===== config.mk =====
export PLATFORM = sky130hd
export DESIGN_NAME = orient_detect_status
export DESIGN_NICKNAME = d
export VERILOG_FILES = /design/src/verilog/orient_pkg.sv /design/src/verilog/orient_setup_regs.sv /design/src/verilog/orient_debounce.sv /design/src/verilog/orient_detect_status.sv
export SDC_FILE = /design/constraint.sdc
export NUM_CORES = 1
export LEC_CHECK = 0
export BUFFER_PORTS_ARGS = -buffer_cell sky130_fd_sc_hd__buf_2
export CAP_MARGIN = 20
export CORE_MARGIN = 2
export CORE_UTILIZATION = 52
export DETAILED_ROUTE_END_ITERATION = 6
export GPL_ROUTABILITY_DRIVEN = 0
export PLACE_DENSITY = 0.79
export SKIP_CTS_REPAIR_TIMING = 1
export SLEW_MARGIN = 5
export SYNTH_ARGS = -nofsm -noshare
export SYNTH_HDL_FRONTEND = slang
export SYNTH_SLANG_ARGS = --single-unit

===== constraint.sdc =====
create_clock -name i_sys_clk -period 2.4 [get_ports i_sys_clk]
set_clock_uncertainty 0.15 [all_clocks]
set_input_delay 0.48 -clock i_sys_clk [delete_from_list [all_inputs] [get_ports i_sys_clk]]
set_output_delay 0.48 -clock i_sys_clk [all_outputs]
set_load 0.01 [all_outputs]

===== src/verilog/orient_pkg.sv =====
// orientation detection block: register map, field layout, reset values, states
// assumes one system clock and a synchronous active-high reset
package orient_pkg;
  // register offsets
  localparam logic [7:0] ADDR_STATE = 8'h28;
  localparam logic [7:0] ADDR_SETUP = 8'h29;
  localparam logic [7:0] ADDR_DBCOUNT = 8'h2A;
  // orientation_state_register fields
  localparam int FLAG_BIT = 7;
  localparam int TILT_BIT = 6;
  localparam int LP_HI = 2;
  localparam int LP_LO = 1;
  localparam int BF_BIT = 0;
  // orientation_setup_register fields
  localparam int MODE_BIT = 7;
  localparam int ENABLE_BIT = 6;
  // reset values
  localparam logic [7:0] STATE_RESET = 8'h00;
  localparam logic [7:0] SETUP_RESET = 8'h80;
  localparam logic [7:0] DBCOUNT_RESET = 8'h00;
  // landscape/portrait and back/front encodings
  localparam logic [1:0] LP_PORTRAIT_UP = 2'h0;
  localparam logic [1:0] LP_PORTRAIT_DOWN = 2'h1;
  localparam logic [1:0] LP_LANDSCAPE_RIGHT = 2'h2;
  localparam logic [1:0] LP_LANDSCAPE_LEFT = 2'h3;
  localparam logic BF_FRONT = 1'b0;
  localparam logic BF_BACK = 1'b1;
  // debounce counter width
  localparam int DB_WIDTH = 8;
  typedef enum logic [2:0] {
    ST_STANDBY = 3'b001,
    ST_FIRST = 3'b010,
    ST_RUN = 3'b100
  } run_state_e;
endpackage


===== src/verilog/orient_setup_regs.sv =====
// orientation setup and debounce threshold registers
// assumes write strobes come from the same clock domain as the block
`timescale 1ns/100ps
module orient_setup_regs
  import orient_pkg::*;
(
  input wire logic i_sys_clk,
  input wire logic i_rst,
  input wire logic i_reg_wr,
  input wire logic [7:0] i_reg_addr,
  input wire logic [7:0] i_reg_wdata,
  output logic [7:0] o_setup,
  output logic [7:0] o_dbcount
);
  logic [7:0] setup;
  logic [7:0] dbcount;
  logic [7:0] next_setup;
  logic [7:0] next_dbcount;

  always_comb begin
    next_setup = setup;
    next_dbcount = dbcount;
    if (i_reg_wr && i_reg_addr == ADDR_SETUP) begin
      next_setup = i_reg_wdata;
    end
    if (i_reg_wr && i_reg_addr == ADDR_DBCOUNT) begin
      next_dbcount = i_reg_wdata;
    end
  end

  always_ff @(posedge i_sys_clk) begin
    if (i_rst) begin
      setup <= SETUP_RESET;
      dbcount <= DBCOUNT_RESET;
    end else begin
      setup <= next_setup;
      dbcount <= next_dbcount;
    end
  end

  assign o_setup = setup;
  assign o_dbcount = dbcount;
endmodule


===== src/verilog/orient_debounce.sv =====
// orientation debounce counter with decrement or clear on a differing sample
// assumes the caller gates i_sample with enable, standby and over-range
`timescale 1ns/100ps
module orient_debounce #(
  parameter int WIDTH = 8
) (
  input wire logic i_sys_clk,
  input wire logic i_rst,
  input wire logic i_clr,
  input wire logic i_sample,
  input wire logic i_new_differs,
  input wire logic i_cand_differs,
  input wire logic i_mode_clear,
  input wire logic [WIDTH-1:0] i_threshold,
  output logic [WIDTH-1:0] o_count,
  output logic o_accept
);
  logic [WIDTH-1:0] count;
  logic [WIDTH-1:0] next_count;
  logic [WIDTH:0] count_inc;

  assign count_inc = {1'b0, count} + {{WIDTH{1'b0}}, 1'b1};
  // zero threshold accepts even a sample that just changed
  assign o_accept = i_sample && i_cand_differs &&
    (i_threshold == '0 || (!i_new_differs && count_inc >= {1'b0, i_threshold}));

  always_comb begin
    next_count = count;
    if (i_clr) begin
      next_count = '0;
    end else if (i_sample) begin
      if (o_accept) begin
        next_count = '0;
      end else if (i_new_differs) begin
        if (i_mode_clear) begin
          next_count = '0;
        end else if (count != '0) begin
          next_count = count - 1'b1;
        end
      end else if (i_cand_differs) begin
        next_count = count_inc[WIDTH-1:0];
      end else begin
        next_count = '0;
      end
    end
  end

  always_ff @(posedge i_sys_clk) begin
    if (i_rst) begin
      count <= '0;
    end else begin
      count <= next_count;
    end
  end

  assign o_count = count;
endmodule


===== src/verilog/orient_detect_status.sv =====
// orientation detection status: debounced orientation report, change flag, registers
// assumes a front end delivers one classified orientation per output sample period
// Function
// - the change flag drives the orientation_event_source output and the state register shows the new state
// - bit 7 is set after the first detection after activation and on any tilt, back/front or landscape/portrait change
// - a read of the orientation_state_register clears the change flag unless an orientation is accepted in the same cycle
// - a rising change flag pulses the auto-wake/sleep timer clear
// - bit 6 shows whether the z-tilt lockout angle is exceeded
// - bits 2 to 1 give portrait up, portrait down, landscape right, landscape left as 00 to 11
// - bit 0 gives front as 0 and back as 1
// - the orientation fields keep updating while the change flag stays set
// - back/front and landscape/portrait read 0 after reset and after each activation
// - the orientation result holds while any axis is above 1.25 g
// - the debounce counter freezes while any axis is above 1.25 g
// - a sample differing from the previous one decrements the counter in mode 0 or clears it in mode 1
// - detection runs only with setup bit 6 set, which resets to 0
// - a new orientation is accepted only after persisting for the debounce count
// - the counter advances once per output sample period
// - the counter resets on activation, deactivation and on a wake/sleep change
`timescale 1ns/100ps
module orient_detect_status
  import orient_pkg::*;
(
  input wire logic i_sys_clk,
  input wire logic i_rst,
  input wire logic [7:0] i_reg_addr,
  input wire logic i_reg_wr,
  input wire logic i_reg_rd,
  input wire logic [7:0] i_reg_wdata,
  input wire logic i_active,
  input wire logic i_wake,
  input wire logic i_sample_valid,
  input wire logic i_over_range,
  input wire logic i_sample_tilt,
  input wire logic [1:0] i_sample_lp,
  input wire logic i_sample_bf,
  output logic [7:0] o_reg_rdata,
  output logic o_orient_event,
  output logic o_aslp_timer_clear
);
  import orient_pkg::*;

  logic [7:0] setup;
  logic [7:0] debounce_threshold;
  logic [DB_WIDTH-1:0] db_count;
  logic db_accept;

  run_state_e run_state;
  run_state_e next_run_state;
  logic orientation_change_flag;
  logic next_flag;
  logic z_tilt_exceeded_flag;
  logic next_tilt;
  logic [1:0] landscape_portrait_state;
  logic [1:0] next_lp;
  logic back_front_state;
  logic next_bf;
  logic [3:0] prev_sample;
  logic [3:0] next_prev_sample;
  logic prev_active;
  logic prev_wake;
  logic aslp_clear;
  logic next_aslp_clear;
  logic [7:0] rdata;
  logic [7:0] next_rdata;

  logic orientation_detect_on;
  logic debounce_mode_bit;
  logic act_rise;
  logic act_fall;
  logic wake_change;
  logic db_clr;
  logic proc;
  logic [3:0] sample;
  logic [3:0] reported;
  logic state_read;

  orient_setup_regs u_setup_regs (
    .i_sys_clk(i_sys_clk),
    .i_rst(i_rst),
    .i_reg_wr(i_reg_wr),
    .i_reg_addr(i_reg_addr),
    .i_reg_wdata(i_reg_wdata),
    .o_setup(setup),
    .o_dbcount(debounce_threshold)
  );

  assign orientation_detect_on = setup[ENABLE_BIT];
  assign debounce_mode_bit = setup[MODE_BIT];
  assign act_rise = i_active && !prev_active;
  assign act_fall = !i_active && prev_active;
  assign wake_change = i_wake != prev_wake;
  // a disabled function keeps its counter parked at zero
  assign db_clr = act_rise || act_fall || wake_change || !orientation_detect_on;
  // over-range samples are skipped whole, so both counter and result hold
  assign proc = i_sample_valid && !i_over_range && !db_clr && run_state != ST_STANDBY;
  assign sample = {i_sample_tilt, i_sample_lp, i_sample_bf};
  assign reported = {z_tilt_exceeded_flag, landscape_portrait_state, back_front_state};
  assign state_read = i_reg_rd && i_reg_addr == ADDR_STATE;

  orient_debounce #(
    .WIDTH(DB_WIDTH)
  ) u_debounce (
    .i_sys_clk(i_sys_clk),
    .i_rst(i_rst),
    .i_clr(db_clr),
    .i_sample(proc),
    .i_new_differs(sample != prev_sample),
    .i_cand_differs(sample != reported || run_state == ST_FIRST),
    .i_mode_clear(debounce_mode_bit),
    .i_threshold(debounce_threshold),
    .o_count(db_count),
    .o_accept(db_accept)
  );

  always_comb begin
    next_run_state = run_state;
    next_tilt = z_tilt_exceeded_flag;
    next_lp = landscape_portrait_state;
    next_bf = back_front_state;
    next_flag = orientation_change_flag;
    next_prev_sample = prev_sample;
    case (run_state)
      ST_STANDBY: begin
        if (act_rise) begin
          next_run_state = ST_FIRST;
        end
      end
      ST_FIRST: begin
        if (act_fall) begin
          next_run_state = ST_STANDBY;
        end else if (db_accept) begin
          next_run_state = ST_RUN;
        end
      end
      ST_RUN: begin
        if (act_fall) begin
          next_run_state = ST_STANDBY;
        end else if (act_rise) begin
          next_run_state = ST_FIRST;
        end
      end
      default: begin
        next_run_state = ST_STANDBY;
      end
    endcase
    // read clear first so a same-cycle detection still sets the flag
    if (state_read) begin
      next_flag = 1'b0;
    end
    if (proc) begin
      next_prev_sample = sample;
    end
    if (db_accept) begin
      next_tilt = i_sample_tilt;
      next_lp = i_sample_lp;
      next_bf = i_sample_bf;
      next_flag = 1'b1;
    end
    if (act_rise) begin
      next_lp = LP_PORTRAIT_UP;
      next_bf = BF_FRONT;
    end
  end

  always_comb begin
    next_aslp_clear = next_flag && !orientation_change_flag;
    next_rdata = rdata;
    if (i_reg_rd) begin
      case (i_reg_addr)
        ADDR_STATE: begin
          next_rdata = {orientation_change_flag, z_tilt_exceeded_flag, 3'h0,
                        landscape_portrait_state, back_front_state};
        end
        ADDR_SETUP: begin
          next_rdata = setup;
        end
        ADDR_DBCOUNT: begin
          next_rdata = debounce_threshold;
        end
        default: begin
          next_rdata = 8'h00;
        end
      endcase
    end
  end

  always_ff @(posedge i_sys_clk) begin
    if (i_rst) begin
      run_state <= ST_STANDBY;
      orientation_change_flag <= STATE_RESET[FLAG_BIT];
      z_tilt_exceeded_flag <= STATE_RESET[TILT_BIT];
      landscape_portrait_state <= STATE_RESET[LP_HI:LP_LO];
      back_front_state <= STATE_RESET[BF_BIT];
      prev_sample <= 4'h0;
      // follow the inputs in reset so release brings no false edge
      prev_active <= i_active;
      prev_wake <= i_wake;
      aslp_clear <= 1'b0;
      rdata <= 8'h00;
    end else begin
      run_state <= next_run_state;
      orientation_change_flag <= next_flag;
      z_tilt_exceeded_flag <= next_tilt;
      landscape_portrait_state <= next_lp;
      back_front_state <= next_bf;
      prev_sample <= next_prev_sample;
      prev_active <= i_active;
      prev_wake <= i_wake;
      aslp_clear <= next_aslp_clear;
      rdata <= next_rdata;
    end
  end

  assign o_orient_event = orientation_change_flag;
  assign o_aslp_timer_clear = aslp_clear;
  assign o_reg_rdata = rdata;
endmodule


==> metrics.md <==
| Metric | Value |
|---|---|
| YS warnings | `0` |
| Routed Antenna Nets | `0` |
| TritonCTS buffer count | `5` |
| GRT Total Usage | `24.0%` |
| Top cells by area, synth | `dfxtp_1 35%, mux2i_1 7.1%, nor2_1 6.2%` |
| Htree depth | `2` |
| Crit path arrival time | `2.54 ns` |
| HPWL after detailed placement | `4800 µm` |
| Die area | `5720 µm²` |
| Flops & latches, synth | `47` |
| Total global routing overflow | `0` |
| Crit path largest cell delay | `0.39 ns` |
| Crit start category | `flip-flop` |
| Fmax | `402 MHz` |
| Clk sinks | `47` |
| Vias per cell | `5.54` |
| Max FO, Critical Path | `5` |
| Setup CP Type | `reg2reg` |
| Period utilization | `104%` |
| Register area | `947 µm²` |
| Sequential share of the synthesized area | `35.3%` |
| First-pass GRT wire length | `10600 µm` |
| Multi-input logic area | `1790 µm²` |
| Final min period | `2.49 ns` |
| Fraction of layout cells with a size suffix above 1 | `31.6%` |
| Placed Area | `3200 µm²` |
| Top_reg_cell synth | `dfxtp_1` |
| Final instance area | `3500 µm²` |
| Ant diodes | `0` |
| Logic pwr share | `7.4%` |
| Netlist Area Pre-Place | `2670 µm²` |
| Top-level I/O count | `38` |
| Max Slew Vio Count | `0` |
| Clk root buf | `clkbuf_8` |
| Post-Syn Instances | `323` |
| Largest net degree at the start of global routing | `37` |
| Worst Max-Slew Pin Slew | `0.615 ns` |
| Row Count | `26` |
| Critical path's slowest cell | `dfxtp_4` |
| Final WL | `6830 µm` |
| Worst-path cell chain | `ha_4 > and3_4 > nand3_4 > xnor2_4 > ha_4 > a211oi_2 > nand2_2 > a31oi_4 > o211a_4 > buf_4 > nor3_2 > o21a_1` |
| EDFF count, synth | `0` |
| Reg clk slew, reported paths | `0.09 ns` |
| PortBufs | `37` |
| Die W | `75.6 µm` |
| Clock power share | `35.6%` |
| VDD IR max | `365 µV` |
| Pwr/cell area | `394 nW/µm²` |
| RSZ-0062 raised after global routing | `true` |
| Number of filler cells placed in the layout | `392` |
| Flop pwr share | `57.0%` |
| Util after Layout | `69.4%` |
| Status | `complete, but fails checks` |
| Initial antenna violation count | `0` |
| Crit path buffers/inverters | `1` |
| Synth cell count leaders | `47 x dfxtp_1, 44 x nor2_1, 28 x a21oi_1, 24 x nand2_1, 19 x mux2i_1` |
| Dpl ws | `-0.242 ns` |
| Family with the most delay on the worst path | `compound AO/OA/AOI/OAI gates` |
| Final WS setup | `-0.0893 ns` |
| Residual DRC | `0` |
| Post-synth top area share | `35.3%` |
| Worst EP required | `2.45 ns` |
| Area leader, netlist | `dfxtp_1` |
| Asr flop ratio synth | `0%` |
| Net Sw Power | `0.000340 W` |
| Max cap viols | `0` |
| Worst Hold Class | `in2reg` |
| Rel. slew slack | `59.0%` |
| Post-Syn Nets | `364` |
| First drt pass iteration count | `4` |
| Internal | `0.00104 W` |
| Max clock buf depth | `2` |
| Crit end category | `flip-flop` |
| Area growth syn-to-layout | `31.0%` |
| Most frequent cell after synthesis | `dfxtp_1` |
| Synth cell types | `49` |
| Setup violators final | `14` |
| Initial DRC count | `154` |
| Latest clock arrival within the worst-skew pair | `0.30 ns` |
| Total number of vias | `2574` |
| Die Ht | `75.6 µm` |
| Nets@finish | `435` |
| Starting Density | `52.9%` |
| Vias in the first global route | `2416` |
| Sw frac | `24.7%` |
| Wire length per cell | `14.7 µm` |
| CP dominant cell by count | `ha_4` |
| TritonCTS clock tree | `yes` |
| Failing checks | `negative setup slack` |
| Syn_area_per_cell | `8.26 µm²` |
| Final Hold Violating Endpoints | `0` |
| Leak | `1.53 nW` |
| Core area | `5040 µm²` |
==> power by group through the flow <==
stage	logic, W	registers, W	clock network (W)
floorplan	0.0000507	0.000805	0
detailed placement	0.000100	0.000805	0
finish	0.000102	0.000786	0.000490
CTS	0.000101	0.000787	0.000496
global route	0.000111	0.000787	0.000515
global placement	0.0000974	0.000805	0
==> metrics by stage <==
step | cells | power (W) | TNS [ns] | hold slack (ns)
floorplan | 323 | 0.000855 | -0.303 | 0.298
global placement | 451 | 0.000903 | -2.18 | 0.306
detailed placement | 451 | 0.000906 | -2.79 | 0.309
CTS | 459 | 0.00138 | -3.16 | 0.147
global route | 465 | 0.00141 | -2.19 | 0.145
finish | 465 | 0.00138 | -0.608 | 0.148
==> layer usage <==
layer	part of all wire (%)	global-route usage (%)	routed length, µm	vias up
met1	43	30.5	2910	1217
met4	3.0	9.16	205	0
met5	0	0	0	-
met2	50	41.0	3400	71
li1	-	-	-	1265
met3	4.5	3.70	306	21
==> cell families after synthesis <==
logic type	after synthesis	synth area share (%)
AO/OA/AOI/OAI	71	17.6
adder cells (fa/ha/maj)	13	6.09
multiplexers	19	7.13
AND/OR/NAND/NOR	124	23.0
XOR/XNOR	19	6.24
flip-flops	47	35.3
buffers and inverters	30	4.69
==> final cells by class <==
cell class | count | area share (%)
multi-input combinational | 246 | 51.2
sequential | 47 | 27.1
timing repair buffer | 79 | 14.7
tap | 70 | 2.50
clock buffer | 6 | 2.08
inverter | 15 | 1.97
clock inverter | 2 | 0.501
==> layout by cell type (no fill, tap or decap), types with 2 or more instances in the layout <==
master and n:
nor3b_1 2, mux2i_1 19, or4_1 2, xor2_1 11, clkbuf_8 5, a22o_1 4, dfxtp_2 2, or2_2 3
o21a_1 3, buf_4 41, o21ai_2 2, o21ai_0 11, nand2b_1 5, nor3_2 2, nor2b_1 9, a211oi_2 3
nor3_1 7, ha_1 8, nand3_2 2, ha_4 5, nand3_1 13, a22oi_1 2, buf_2 37, o2bb2ai_1 2
nor2_1 43, nand2_1 21, inv_1 14, clkinv_4 2, dfxtp_1 44, xnor2_1 6, nand2_2 2, a21oi_1 28
and3_4 2, o211ai_1 4, nor2b_4 2
==> path summary, 6_finish.rpt <==
| kind | start | endpoint | slack (ns) | depth (start not counted) |
|---|---|---|---|---|
| max | u_debounce.o_count[0]$_SDFFE_PP0P_ | run_state[2]$_SDFFE_PP0P_ | -0.09 | 12 |
| min | i_wake | prev_wake$_DFF_P_ | 0.15 | 1 |
| max reg2reg | u_debounce.o_count[0]$_SDFFE_PP0P_ | run_state[2]$_SDFFE_PP0P_ | -0.09 | 12 |
| min reg2reg | prev_sample[3]$_SDFFE_PP0P_ | prev_sample[3]$_SDFFE_PP0P_ | 0.32 | 2 |
==> flip-flops by register name (all words and copies together) (netlist names), 2 cells and up <==
name                      count
u_setup_regs.o_dbcount        8
landscape_portrait_state      2
u_setup_regs.o_setup          8
o_reg_rdata                   8
run_state                     3
u_debounce.o_count            8
prev_sample                   4
(Power assumes the default switching activity.)
